`config.mk`:
```
export PLATFORM = sky130hd
export DESIGN_NAME = actuator_status_output_logic
export DESIGN_NICKNAME = d
export VERILOG_FILES = /design/src/include/act_status_pkg.sv /design/src/hdl/actuator_status_output_logic.sv /design/src/hdl/hold_counter.sv
export SDC_FILE = /design/constraint.sdc
export NUM_CORES = 1
export LEC_CHECK = 0
export ABC_AREA = 1
export BUFFER_PORTS_ARGS = -buffer_cell sky130_fd_sc_hd__buf_2
export CORE_MARGIN = 5
export CORE_UTILIZATION = 55
export DETAILED_ROUTE_END_ITERATION = 16
export MAX_ROUTING_LAYER = met4
export PLACE_DENSITY_LB_ADDON = 0.05
export SYNTH_ARGS = -nofsm -noshare
export SYNTH_HDL_FRONTEND = slang
export SYNTH_SLANG_ARGS = --single-unit
export TNS_END_PERCENT = 30
```
`constraint.sdc`:
```
create_clock -name i_clk -period 3.35 [get_ports i_clk]
set_input_delay 0.1675 -clock i_clk [delete_from_list [all_inputs] [get_ports i_clk]]
set_output_delay 0.1675 -clock i_clk [all_outputs]
set_load 0.05 [all_outputs]
```
`src/include/act_status_pkg.sv`:
```
package act_status_pkg;
  // Clock rate in Hz
  localparam int unsigned CLK_HZ = 25_000_000;
  // Write-complete pulse length in ms, and its cycle count
  localparam int unsigned WRITE_DONE_MS = 30;
  localparam int unsigned WRITE_DONE_CYCLES = (CLK_HZ / 1000) * WRITE_DONE_MS;
  // Least hold time of the position-write request in ms, and its cycle count
  localparam int unsigned WRITE_HOLD_MS = 20;
  localparam int unsigned WRITE_HOLD_CYCLES = (CLK_HZ / 1000) * WRITE_HOLD_MS + 1;
  // Widths
  localparam int unsigned POS_W = 24;
  localparam int unsigned PNUM_W = 8;
  localparam int unsigned TRQ_W = 16;
  localparam int unsigned ARRIVE_N = 7;
  localparam int unsigned DETECT_N = 3;
  localparam int unsigned CNT_W = 24;
  // Reset values of the status outputs
  localparam logic ESTOP_STATUS_RST = 1'h0;
  localparam logic [PNUM_W-1:0] END_CODE_RST = 8'h00;
endpackage

```
`src/hdl/actuator_status_output_logic.sv`:
```
// What this block does
// - Mode status high in manual, low automatic
// - Show reached position number after move completes
// - Moving flag follows motor operation
// - In-position when within completed width of target
// - Ready flag follows servo on
// - Teach status high in teach mode
// - Write complete pulses for 30 ms once the write is stored
// - Write complete low in regular mode
// - Home done after home return completes
// - Area flag within parameter upper/lower bounds
// - Position area within program step range
// - Estop status high normally, low when opened
// - Load flag after sustained torque over threshold
// - Torque flag at threshold while moving
// - Cylinder arrival output for completed position
// - Three detect outputs within the in-position width of their points
// - Teach mode while teach input high
// - Manual mode while mode input high
`timescale 1ns/1ps
module actuator_status_output_logic #(
  parameter int unsigned POS_W = act_status_pkg::POS_W,
  parameter int unsigned PNUM_W = act_status_pkg::PNUM_W,
  parameter int unsigned TRQ_W = act_status_pkg::TRQ_W,
  parameter int unsigned CNT_W = act_status_pkg::CNT_W,
  parameter int unsigned WRITE_DONE_CYCLES = act_status_pkg::WRITE_DONE_CYCLES,
  parameter int unsigned WRITE_HOLD_CYCLES = act_status_pkg::WRITE_HOLD_CYCLES
) (
  input wire logic i_clk,
  input wire logic i_srst,
  // Host inputs
  input wire logic i_manual_mode_select,
  input wire logic i_teach_mode_select,
  input wire logic i_current_position_write,
  input wire logic i_alarm_reset,
  input wire logic i_cylinder_mode,
  // Motion core status
  input wire logic i_motor_running,
  input wire logic i_servo_on,
  input wire logic i_move_done,
  input wire logic [PNUM_W-1:0] i_move_pos_num,
  input wire logic i_home_done,
  input wire logic i_estop_open,
  input wire logic i_alarm_event,
  input wire logic i_write_stored,
  input wire logic [POS_W-1:0] i_cur_pos,
  input wire logic [POS_W-1:0] i_target_pos,
  input wire logic [POS_W-1:0] i_inpos_width,
  input wire logic [POS_W-1:0] i_area_lower,
  input wire logic [POS_W-1:0] i_area_upper,
  input wire logic [POS_W-1:0] i_step_lower,
  input wire logic [POS_W-1:0] i_step_upper,
  input wire logic [POS_W-1:0] i_detect_pos0,
  input wire logic [POS_W-1:0] i_detect_pos1,
  input wire logic [POS_W-1:0] i_detect_pos2,
  input wire logic [TRQ_W-1:0] i_torque_cmd,
  input wire logic [TRQ_W-1:0] i_load_threshold,
  input wire logic [TRQ_W-1:0] i_torque_threshold,
  input wire logic [CNT_W-1:0] i_load_time,
  input wire logic [POS_W-1:0] i_judge_lower,
  input wire logic [POS_W-1:0] i_judge_upper,
  // Host outputs
  output logic o_manual_mode_status,
  output logic o_teach_mode_status,
  output logic [PNUM_W-1:0] o_end_position_code,
  output logic o_moving_flag,
  output logic o_in_position_flag,
  output logic o_operation_ready_flag,
  output logic o_alarm_flag,
  output logic o_write_complete_pulse,
  output logic o_home_done_flag,
  output logic o_area_flag,
  output logic o_position_area_flag,
  output logic o_estop_status,
  output logic o_load_flag,
  output logic o_torque_level_flag,
  output logic [act_status_pkg::ARRIVE_N-1:0] o_cylinder_arrival_outputs,
  output logic [act_status_pkg::DETECT_N-1:0] o_cylinder_detect_outputs,
  output logic o_write_request
);

  // ****************************************
  // Helpers
  // ****************************************
  function automatic logic in_range(input logic [POS_W-1:0] p, input logic [POS_W-1:0] lo,
                                    input logic [POS_W-1:0] hi);
    in_range = (p >= lo) && (p <= hi);
  endfunction

  // Distance compare avoids signed wrap: take the larger minus the smaller
  function automatic logic near_point(input logic [POS_W-1:0] p, input logic [POS_W-1:0] c,
                                      input logic [POS_W-1:0] w);
    logic [POS_W-1:0] d;
    d = (p >= c) ? (p - c) : (c - p);
    near_point = (d <= w);
  endfunction

  // ****************************************
  // Decoding
  // ****************************************
  typedef enum logic [1:0] {WR_IDLE, WR_HOLD, WR_WAIT, WR_PULSE} write_state_e;
  write_state_e wr_state;
  write_state_e next_wr_state;
  logic [CNT_W-1:0] wr_count;
  logic hold_done;

  wire in_pos = near_point(i_cur_pos, i_target_pos, i_inpos_width);
  wire in_area = in_range(i_cur_pos, i_area_lower, i_area_upper);
  wire in_step = in_range(i_cur_pos, i_step_lower, i_step_upper);
  wire in_judge = in_range(i_cur_pos, i_judge_lower, i_judge_upper);
  wire load_over = in_judge && (i_torque_cmd > i_load_threshold);
  wire [act_status_pkg::DETECT_N-1:0] near_det = {
    near_point(i_cur_pos, i_detect_pos2, i_inpos_width),
    near_point(i_cur_pos, i_detect_pos1, i_inpos_width),
    near_point(i_cur_pos, i_detect_pos0, i_inpos_width)};
  wire arrive_valid = i_move_pos_num < PNUM_W'(act_status_pkg::ARRIVE_N);
  wire [act_status_pkg::ARRIVE_N-1:0] arrive_onehot =
    arrive_valid ? act_status_pkg::ARRIVE_N'(1) << i_move_pos_num : '0;
  wire hold_expired = (wr_count >= CNT_W'(WRITE_HOLD_CYCLES - 1));
  wire pulse_expired = (wr_count >= CNT_W'(WRITE_DONE_CYCLES - 1));

  // ****************************************
  // Load judgment timer
  // ****************************************
  hold_counter #(
    .W(CNT_W)
  ) u_load_timer (
    .i_clk(i_clk),
    .i_srst(i_srst),
    .i_run(load_over),
    .i_limit(i_load_time),
    .o_expired(hold_done)
  );

  // ****************************************
  // Position write sequencing
  // ****************************************
  // Leaving teach mode aborts any write in flight
  always_comb
  begin
    next_wr_state = wr_state;
    if (!i_teach_mode_select)
      next_wr_state = WR_IDLE;
    else
    begin
      case (wr_state)
        WR_IDLE:
          if (i_current_position_write)
            next_wr_state = WR_HOLD;
        WR_HOLD:
          if (!i_current_position_write)
            next_wr_state = WR_IDLE;
          else if (hold_expired)
            next_wr_state = WR_WAIT;
        WR_WAIT:
          if (i_write_stored)
            next_wr_state = WR_PULSE;
        WR_PULSE:
          if (pulse_expired)
            next_wr_state = WR_IDLE;
        default:
          next_wr_state = WR_IDLE;
      endcase
    end
  end

  always_ff @(posedge i_clk)
  begin
    if (i_srst)
    begin
      wr_state <= WR_IDLE;
      wr_count <= '0;
    end
    else
    begin
      wr_state <= next_wr_state;
      wr_count <= (next_wr_state != wr_state) ? '0 : wr_count + CNT_W'(1);
    end
  end

  // ****************************************
  // Next values of the status outputs
  // ****************************************
  wire next_torque_level = i_motor_running && (i_torque_cmd >= i_torque_threshold);
  wire next_load = hold_done && load_over;
  // Set wins over a reset in the same cycle
  wire next_alarm = i_alarm_event || (o_alarm_flag && !i_alarm_reset);
  wire [PNUM_W-1:0] next_end_code = i_move_done ? i_move_pos_num : o_end_position_code;
  // Home done stays set until reset: one finished homing is enough for the host
  wire next_home_done = i_home_done || o_home_done_flag;
  // Arrival clears as the motor starts again, so a stale arrival never shows
  wire arrival_clear = !i_cylinder_mode || (i_motor_running && !i_move_done);
  wire [act_status_pkg::ARRIVE_N-1:0] next_arrival =
    arrival_clear ? '0 : (i_move_done ? arrive_onehot : o_cylinder_arrival_outputs);
  wire [act_status_pkg::DETECT_N-1:0] next_detect = i_cylinder_mode ? near_det : '0;
  wire next_write_pulse = (next_wr_state == WR_PULSE) && i_teach_mode_select;
  wire next_write_request = (next_wr_state == WR_WAIT);

  // ****************************************
  // Mode and level outputs
  // ****************************************
  always_ff @(posedge i_clk)
  begin
    if (i_srst)
      o_manual_mode_status <= 1'h0;
    else
      o_manual_mode_status <= i_manual_mode_select;
  end

  always_ff @(posedge i_clk)
  begin
    if (i_srst)
      o_teach_mode_status <= 1'h0;
    else
      o_teach_mode_status <= i_teach_mode_select;
  end

  always_ff @(posedge i_clk)
  begin
    if (i_srst)
      o_moving_flag <= 1'h0;
    else
      o_moving_flag <= i_motor_running;
  end

  always_ff @(posedge i_clk)
  begin
    if (i_srst)
      o_in_position_flag <= 1'h0;
    else
      o_in_position_flag <= in_pos;
  end

  always_ff @(posedge i_clk)
  begin
    if (i_srst)
      o_operation_ready_flag <= 1'h0;
    else
      o_operation_ready_flag <= i_servo_on;
  end

  always_ff @(posedge i_clk)
  begin
    if (i_srst)
      o_area_flag <= 1'h0;
    else
      o_area_flag <= in_area;
  end

  always_ff @(posedge i_clk)
  begin
    if (i_srst)
      o_position_area_flag <= 1'h0;
    else
      o_position_area_flag <= in_step;
  end

  always_ff @(posedge i_clk)
  begin
    if (i_srst)
      o_estop_status <= act_status_pkg::ESTOP_STATUS_RST;
    else
      o_estop_status <= !i_estop_open;
  end

  always_ff @(posedge i_clk)
  begin
    if (i_srst)
      o_torque_level_flag <= 1'h0;
    else
      o_torque_level_flag <= next_torque_level;
  end

  always_ff @(posedge i_clk)
  begin
    if (i_srst)
      o_load_flag <= 1'h0;
    else
      o_load_flag <= next_load;
  end

  // ****************************************
  // Event outputs
  // ****************************************
  always_ff @(posedge i_clk)
  begin
    if (i_srst)
      o_end_position_code <= act_status_pkg::END_CODE_RST;
    else
      o_end_position_code <= next_end_code;
  end

  always_ff @(posedge i_clk)
  begin
    if (i_srst)
      o_home_done_flag <= 1'h0;
    else
      o_home_done_flag <= next_home_done;
  end

  always_ff @(posedge i_clk)
  begin
    if (i_srst)
      o_alarm_flag <= 1'h0;
    else
      o_alarm_flag <= next_alarm;
  end

  always_ff @(posedge i_clk)
  begin
    if (i_srst)
      o_cylinder_arrival_outputs <= '0;
    else
      o_cylinder_arrival_outputs <= next_arrival;
  end

  always_ff @(posedge i_clk)
  begin
    if (i_srst)
      o_cylinder_detect_outputs <= '0;
    else
      o_cylinder_detect_outputs <= next_detect;
  end

  // Dropping teach mode kills the pulse on the next edge
  always_ff @(posedge i_clk)
  begin
    if (i_srst)
      o_write_complete_pulse <= 1'h0;
    else
      o_write_complete_pulse <= next_write_pulse;
  end

  always_ff @(posedge i_clk)
  begin
    if (i_srst)
      o_write_request <= 1'h0;
    else
      o_write_request <= next_write_request;
  end

endmodule

```
`src/hdl/hold_counter.sv`:
```
`timescale 1ns/1ps
// Counts cycles while a condition holds; flags once the limit is passed
module hold_counter #(
  parameter int unsigned W = 24
) (
  input wire logic i_clk,
  input wire logic i_srst,
  input wire logic i_run,
  input wire logic [W-1:0] i_limit,
  output logic o_expired
);
  logic [W-1:0] count;
  wire at_limit = (count >= i_limit);
  always_ff @(posedge i_clk)
  begin
    if (i_srst || !i_run)
    begin
      count <= '0;
      o_expired <= 1'h0;
    end
    else
    begin
      if (!at_limit)
        count <= count + W'(1);
      o_expired <= at_limit;
    end
  end
endmodule

```
==> key figures, run 1 <==
Outcome
  • Outcome: complete, no violations

Logic synthesis
  • Yosys Warn Count: 0
  • Post-synth top area share: between 20% and 30%
  • Asr flop ratio synth: 0%
  • Seq cells post-synth: 83
  • Yosys cell types: 56
  • Ys flop type: dfxtp_1
  • Gate Count Post-Synth: roughly 3900
  • Seq/Total Area, Yosys: 7.041%
  • Post-synth top cells: 936 x nand2_1, 755 x inv_1, 487 x ha_1
  • Mapped Nets: roughly 4800
  • Top post-synthesis cells by area: ha_1 26%, nand2_1 15%, inv_1 12%
  • Most frequent cell after synthesis: nand2_1
  • Synthesized cell area: ~24000 um^2
  • Syn_area_per_cell: just over 6 um^2
  • EDFF count, synth: 0
  • Biggest area consumer among synthesized cells: ha_1

Timing
  • Unrepaired setup endpoints after global routing: yes
  • Fin crit share: between 90% and 100%
  • Skew final: about 19 ps
  • Setup-failing EPs final: 0
  • Fin crit period: approximately 3300 ps
  • Min Hold Slack: between 7 and 8 ps
  • Worst-margin pin slew: 789.1 ps
  • Max Transition Viols Final: 0
  • FMAX: a little over 300 MHz
  • Slew headroom: a little under half
  • Total Neg Setup Slack: 0 ps
  • Hold Violations, Final: 0

Global route
  • First-pass GRT wire length: between 100 and 150 mm
  • Total GRT Usage: between 40% and 50%
  • Initial antenna violation count: 15
  • Total grt overflow: 0
  • Largest net degree at the start of global routing: 27
  • Vias in the first global route: between 20000 and 30000

Setup path
  • R2r setup slk: 1090 ps
  • Reg-to-reg critical path endpoint: u_load_timer.count[3]
  • Slowest cell on the critical path: inv_1
  • Critical Path AT: approximately 3600 ps
  • Critical Path End Type: flip-flop
  • Critical Path Sink: o_cylinder_detect_outputs[1]
  • Cell count along the critical path: 21
  • Crit Path Max Fanout: 18
  • Kind of critical path: primary input to flip-flop
  • RR Startpoint: u_load_timer.count[13]
  • FF-to-FF path depth: 8
  • CP bufs+invs: 5
  • Critical path launch point: i_cur_pos[12]
  • Critical Path RT: between 3000 and 4000 ps
  • Critical path's largest stage delay: 460 ps
  • Critical path's top delay family: buffers and inverters
  • Critical Path Source Type: primary input
  • Cells along the critical path: buf_2 -> inv_1 -> ha_1 -> buf_4 -> nand2_2 -> nor2_4 -> inv_2 -> o21bai_2 -> nand2_1 -> nand3_4 -> buf_4 -> nand2_1 -> nand2_1 -> xor2_1 -> ha_1 -> a21oi_1 -> o21a_1 -> o211ai_1 -> nand2_1 -> nand4_1 -> a21oi_1
  • Most used cell, CP: nand2_1

CTS
  • Worst-path clk slew: roughly 90 ps
  • Worst-Skew Late Latency: approximately 380 ps
  • H-Tree Depth: 3
  • Root buf cell: clkbuf_16
  • Clock Sink Count: 83
  • Clock tree buffer depth: 2
  • CTS tree: yes
  • CTS Buf Count: 9

Detailed routing
  • Drt first pass iters: 9
  • Vias per cell: roughly 5.5
  • Vias: ~29000
  • Detail Route Antenna Nets: 0
  • Routed length per instance: about 19 um
  • Starting DRT DRC Count: approximately 2700
  • Routed wire length: a little under 100 mm
  • DRC Markers: 0

Power
  • Psw: about 3600 uW
  • Clock network fraction of design power: ~15%
  • Worst-case vdd ir drop: 267.5 uV
  • Leakage: 0.01667 uW
  • PD cells: roughly 250 nW/um^2
  • Int Power: between 3000 and 4000 uW
  • Part of the power in registers: between 10 and 15%
  • Combinational share of power: a little over two thirds
  • Sw Ratio: 50.53%

Floorplanning
  • Number of core rows: 75
  • Io pins: roughly 410
  • Core area: approximately 42000 um^2
  • Die Area: ~47000 um^2
  • Die W: roughly 220 um
  • Chip Height: ~220 um
  • Starting Density: a little under three fifths

Run
  • Max Cap Violations: 0

Place
  • Final Wtd Congestion: about 1.1
  • DP HPWL: 81.91 mm
  • Port bufs: between 400 and 500
  • Placed Cells: just over 5000
  • DP Area: roughly 28000 um^2

Final layout
  • Nets: 5480
  • Final std cells w/o fill: slightly above 5000
  • Area Growth Syn to Fin: 22.92%
  • Fraction of layout cells with a size suffix above 1: about a fifth
  • Post-route cell area: about 29000 um^2

Min path
  • Hold Path Class: primary input to flip-flop
  • Hold Path Depth: 3
through the flow:
step	utilization, %	setup slack, ps	total power (uW)
final	68.70	84.71	7169
after global routing	68.67	-19.97	7759
after CTS	68.14	122.3	7025
after detailed placement	67.37	-260.8	5936
after global placement	67.37	-227.7	5891
after floorplan	-	299.0	4054
sequential cells by signal, indices dropped and copies added (netlist names), 2 cells and up:
| register | flops |
|---|---|
| o_cylinder_detect_outputs | 3 |
| u_load_timer.count | 24 |
| o_end_position_code | 8 |
| o_cylinder_arrival_outputs | 7 |
| wr_state | 2 |
| wr_count | 24 |
power by group through the flow:
| stage | Combinational, uW | Clock [uW] | Sequential (uW) |
|---|---|---|---|
| after detailed placement | 4890 | 0 | 1050 |
| final | 5060 | 1080 | 1030 |
| after global placement | 4840 | 0 | 1050 |
| after floorplan | 2930 | 0 | 1120 |
| after global routing | 5610 | 1120 | 1030 |
| after CTS | 4910 | 1090 | 1030 |
placed cells by master, fill, tap and decap left out, types with 6 or more instances in the layout:
cell and n:
nand2_1 935, inv_1 750, ha_1 482, buf_2 413, a21oi_1 395, buf_4 312, nor2_1 292, o21ai_0 199
xor2_1 158, nand3_1 131, dfxtp_1 83, nand4_1 63, nor3_1 51, o21ai_1 27, o21bai_1 27, xnor2_1 24
nor3_2 24, diode_2 19, inv_2 19, nand2_2 18, o211ai_1 17, nor2_2 16, o21a_1 13, buf_12 13
a21o_1 12, nor4_1 11, clkbuf_16 9, a21oi_2 8, a31oi_1 8, a21boi_0 8, fa_1 8, o21ai_2 7
a211oi_1 6, nor2_4 6, nand3_2 6
logic make-up (layout without fill, tap and decap cells):
kind of cell,after synthesis,after routing,share of synthesized area [%]
other,0,19,0
adder cells (fa/ha/maj),495,495,26.50
AND/OR/NAND/NOR,1573,1573,28.52
buffers and inverters,833,1532,14.05
XOR/XNOR,182,182,6.754
flip-flops,83,83,7.041
AO/OA/AOI/OAI,743,743,17.14
timing repair:
| item | CTS | global route |
|---|---|---|
| hold buffers | 2 | 0 |
| setup buffers | 0 | 6 |
| resized for setup | 0 | 24 |
| setup endpoints to repair | 0 | 4 |
| endpoints found under the hold margin | 2 | 0 |
tightest hold or removal path: cells and delay by family:
kind / cells / cell delay [ps]
buffers and inverters: 2 / 140
and+or+nand+nor: 1 / 30
cell type report:
class,instances,area [um^2]
multi-input combinational,2993,18690
fill,3969,13220
timing repair buffer,740,4690
inverter,776,2944
sequential,83,1662
tap,539,674.4
clock buffer,9,225.2
clock inverter,7,76.32
antenna,19,47.55
metal layers:
metal	wire length (um)	up-vias	GRT usage [%]
met3	10500	312	7.810
li1	-	13980	-
met5	0	-	-
met2	42380	1496	62.71
met4	6009	0	22.56
met1	39130	12710	50.17
worst min-delay path by stage:
stage / slack, ps / end / from
floorplan: 240 / o_estop_status / i_estop_open
global placement: 330 / o_estop_status / i_estop_open
detailed placement: 330 / o_estop_status / i_estop_open
CTS: 5 / o_operation_ready_flag / i_servo_on
global route: 20 / o_operation_ready_flag / i_servo_on
finish: 8 / o_operation_ready_flag / i_servo_on
Note: power is estimated with default switching activity, not from simulation.
==> run 2: changes to the inputs <==
--- a/config.mk
+++ b/config.mk
@@ -9,10 +9,12 @@
 export BUFFER_PORTS_ARGS = -buffer_cell sky130_fd_sc_hd__buf_2
 export CORE_MARGIN = 5
 export CORE_UTILIZATION = 55
+export CTS_CLUSTER_DIAMETER = 80
 export DETAILED_ROUTE_END_ITERATION = 16
 export MAX_ROUTING_LAYER = met4
 export PLACE_DENSITY_LB_ADDON = 0.05
 export SYNTH_ARGS = -nofsm -noshare
 export SYNTH_HDL_FRONTEND = slang
+export SYNTH_HIERARCHICAL = 1
 export SYNTH_SLANG_ARGS = --single-unit
 export TNS_END_PERCENT = 30
==> run 2 against run 1 <==
Against the previous run: flip-flop and latch count did not move; total power rose by 2.4%; die area fell by 0.20%; first-iteration DRC count fell by 3.7%; via count rose by 0.13%; utilization rose by 1.7 points; clock power barely moved; worst setup slack improved by 87 ps; global-route usage rose by 0.22 points; critical endpoint is now o_cylinder_detect_outputs[0]; largest cell class unchanged.
==> key figures, run 2 <==
Outcome
  • Outcome: complete, no violations

Final layout
  • Post-route cell area: approximately 30000 um^2
  • Most frequent cells in the layout: 887 x nand2_1, 718 x inv_1, 480 x ha_1
  • Filler cells: a little under 4000
  • Most common cell after layout, fill and taps aside: nand2_1
  • Core Util, Final: 70.43%
  • Area Growth Syn to Fin: 25.99%
  • Largest regs: u_load_timer/count (24), wr_count (24), o_end_position_code (8)
  • Fraction of layout cells with a size suffix above 1: around 22%
  • Nets: around 5500

Setup path
  • Critical Path Source Type: primary input
  • Crit Path Max Fanout: 4
  • Critical Path RT: 3600 ps
  • Critical Path AT: approximately 3400 ps
  • Kind of critical path: primary input to flip-flop
  • Critical Path End Type: flip-flop

Logic synthesis
  • Asr flop ratio synth: 0%
  • Seq cells post-synth: 83
  • Gate Count Post-Synth: 3874
  • Most frequent cell after synthesis: nand2_1
  • Post-synth top cells: 888 x nand2_1, 730 x inv_1, 487 x ha_1
  • Seq/Total Area, Yosys: 7.055%
  • Synthesized cell area: between 20000 and 25000 um^2
  • EDFF count, synth: 0
  • Syn_area_per_cell: between 6 and 7 um^2
  • Yosys Warn Count: 6
  • Yosys cell types: 60
  • Top post-synthesis cells by area: ha_1 26%, nand2_1 14%, inv_1 12%
  • Biggest area consumer among synthesized cells: ha_1
  • Post-synth top area share: between 20% and 30%
  • Ys flop type: dfxtp_1
  • Mapped Nets: 4751

Power
  • Leakage: about 0.017 uW
  • Psw: between 3000 and 4000 uW
  • Sw Ratio: between 40 and 50%
  • Part of the power in registers: 14.0%
  • Worst-case vdd ir drop: 246.7 uV
  • Int Power: ~3800 uW
  • Clock network fraction of design power: roughly 15%
  • PD cells: about 250 nW/um^2
  • Combinational share of power: approximately 71%

Timing
  • Fin crit share: a little over nine tenths
  • Unrepaired setup endpoints after global routing: yes
  • Setup-failing EPs final: 0
  • FMAX: approximately 310 MHz
  • Hold Violations, Final: 0
  • Total Neg Setup Slack: 0 ps
  • Slew headroom: between 50% and 60%
  • Skew final: 19.81 ps
  • Max Transition Viols Final: 0
  • Worst-margin pin slew: ~710 ps
  • Min Hold Slack: between 9 and 10 ps
  • Worst Slack Setup Final: ~170 ps
  • Fin crit period: approximately 3200 ps

Global route
  • Total GRT Usage: between 40% and 50%
  • First-pass GRT wire length: 146.9 mm
  • Vias in the first global route: roughly 27000
  • Initial antenna violation count: 5
  • Largest net degree at the start of global routing: 26
  • Total grt overflow: 0

CTS
  • CTS tree: yes
  • Root buf cell: clkbuf_16
  • CTS Buf Count: 9
  • Worst-Skew Late Latency: 380 ps
  • Clock Sink Count: 83
  • Worst-path clk slew: roughly 80 ps
  • H-Tree Depth: 3
  • Clock tree buffer depth: 2

Detailed routing
  • Routed length per instance: ~19 um
  • Drt first pass iters: 6
  • Routed wire length: 98.52 mm
  • Starting DRT DRC Count: between 2000 and 3000
  • DRC Markers: 0
  • Vias per cell: 5.507
  • Detail Route Antenna Nets: 0
  • Vias: 28540

Floorplanning
  • Number of core rows: 75
  • Die Area: 47060 um^2
  • Starting Density: a little under three fifths
  • Chip Height: between 200 and 250 um
  • Die W: around 220 um
  • Io pins: 414
  • Core area: between 40000 and 50000 um^2

Place
  • DP Area: between 20000 and 30000 um^2
  • Port bufs: 413
  • DP HPWL: 82.09 mm
  • Pre-CTS setup slack: -314.4 ps
  • Final Wtd Congestion: 1.062

Run
  • Max Cap Violations: 0

Min path
  • Hold Path Class: primary input to flip-flop
run 2: cell families (layout without fill, tap and decap cells):
group / Yosys count / in the layout / synth area share, %
muxes: 6 / 6 / 0.2975
and+or+nand+nor: 1562 / 1562 / 28.01
buffers and inverters: 814 / 1576 / 13.77
other: 0 / 7 / 0
adders and majority gates: 495 / 495 / 26.55
xor gates and xnor gates: 170 / 170 / 6.354
AOI/OAI and AO/OA: 744 / 744 / 17.97
DFF: 83 / 83 / 7.055
run 2: critical path, cell delays in order:
cell	delay, ps
buf_2	160
clkinvlp_4	110
buf_4	180
buf_12	130
ha_1	330
buf_4	170
nand2_1	70
o21ai_0	80
buf_4	160
a21oi_2	230
o21ai_1	120
nand2_1	80
nand2_1	60
xnor2_1	230
nand2_1	80
nand2_1	70
inv_1	40
ha_1	260
nand2_1	50
nor3_1	210
buf_4	180
nand3_1	80
nand3_1	90
a21oi_1	60
run 2: area by class of cell:
cell class / count / area, um^2 / area share (%)
Antenna cell: 7 / 17.52 / 0.05903
Clock buffer: 10 / 239.0 / 0.8054
Clock inverter: 6 / 71.32 / 0.2403
Inverter: 745 / 2854 / 9.618
Multi-Input combinational cell: 2977 / 18830 / 63.47
Sequential cell: 83 / 1662 / 5.600
Tap cell: 539 / 674.4 / 2.273
Timing Repair Buffer: 815 / 5323 / 17.94
run 2: power groups by stage:
| stage | Clock (uW) | Sequential, uW | Combinational (uW) |
|---|---|---|---|
| floorplan | 0 | 1120 | 2890 |
| global placement | 0 | 1050 | 4920 |
| detailed placement | 0 | 1050 | 4980 |
| CTS | 1130 | 1030 | 5000 |
| global route | 1160 | 1030 | 5740 |
| finish | 1110 | 1030 | 5210 |
run 2: what timing repair did:
action / in CTS / in global routing
hold endpoints to repair: 1 / 0
setup endpoints to repair: 0 / 4
hold buffers: 1 / 0
buffers inserted: 0 / 15
resized for setup: 0 / 65
run 2: metrics by stage:
| step | instances | total power (uW) |
|---|---|---|
| finish | 5182 | 7343 |
| global route | 5179 | 7934 |
| CTS | 5160 | 7158 |
| detailed placement | 5143 | 6028 |
| global placement | 5143 | 5975 |
| floorplan | 3874 | 4013 |
run 2: layer usage:
metal	wire length [um]	part of all wire [%]	GRT usage, %
met3	9426	9.6	5.823
met1	40320	41	51.51
met5	0	0	-
met4	6997	7.1	22.79
met2	41770	42	63.26
run 2: final timing paths:
path,from,cells after the start,endpoint,slack (ps)
min reg2reg,o_home_done_flag,2,o_home_done_flag,460
min,i_alarm_event,3,o_alarm_flag,10
max reg2reg,u_load_timer/count[0],13,u_load_timer/count[1],940
max,i_cur_pos[3],24,o_cylinder_detect_outputs[0],170
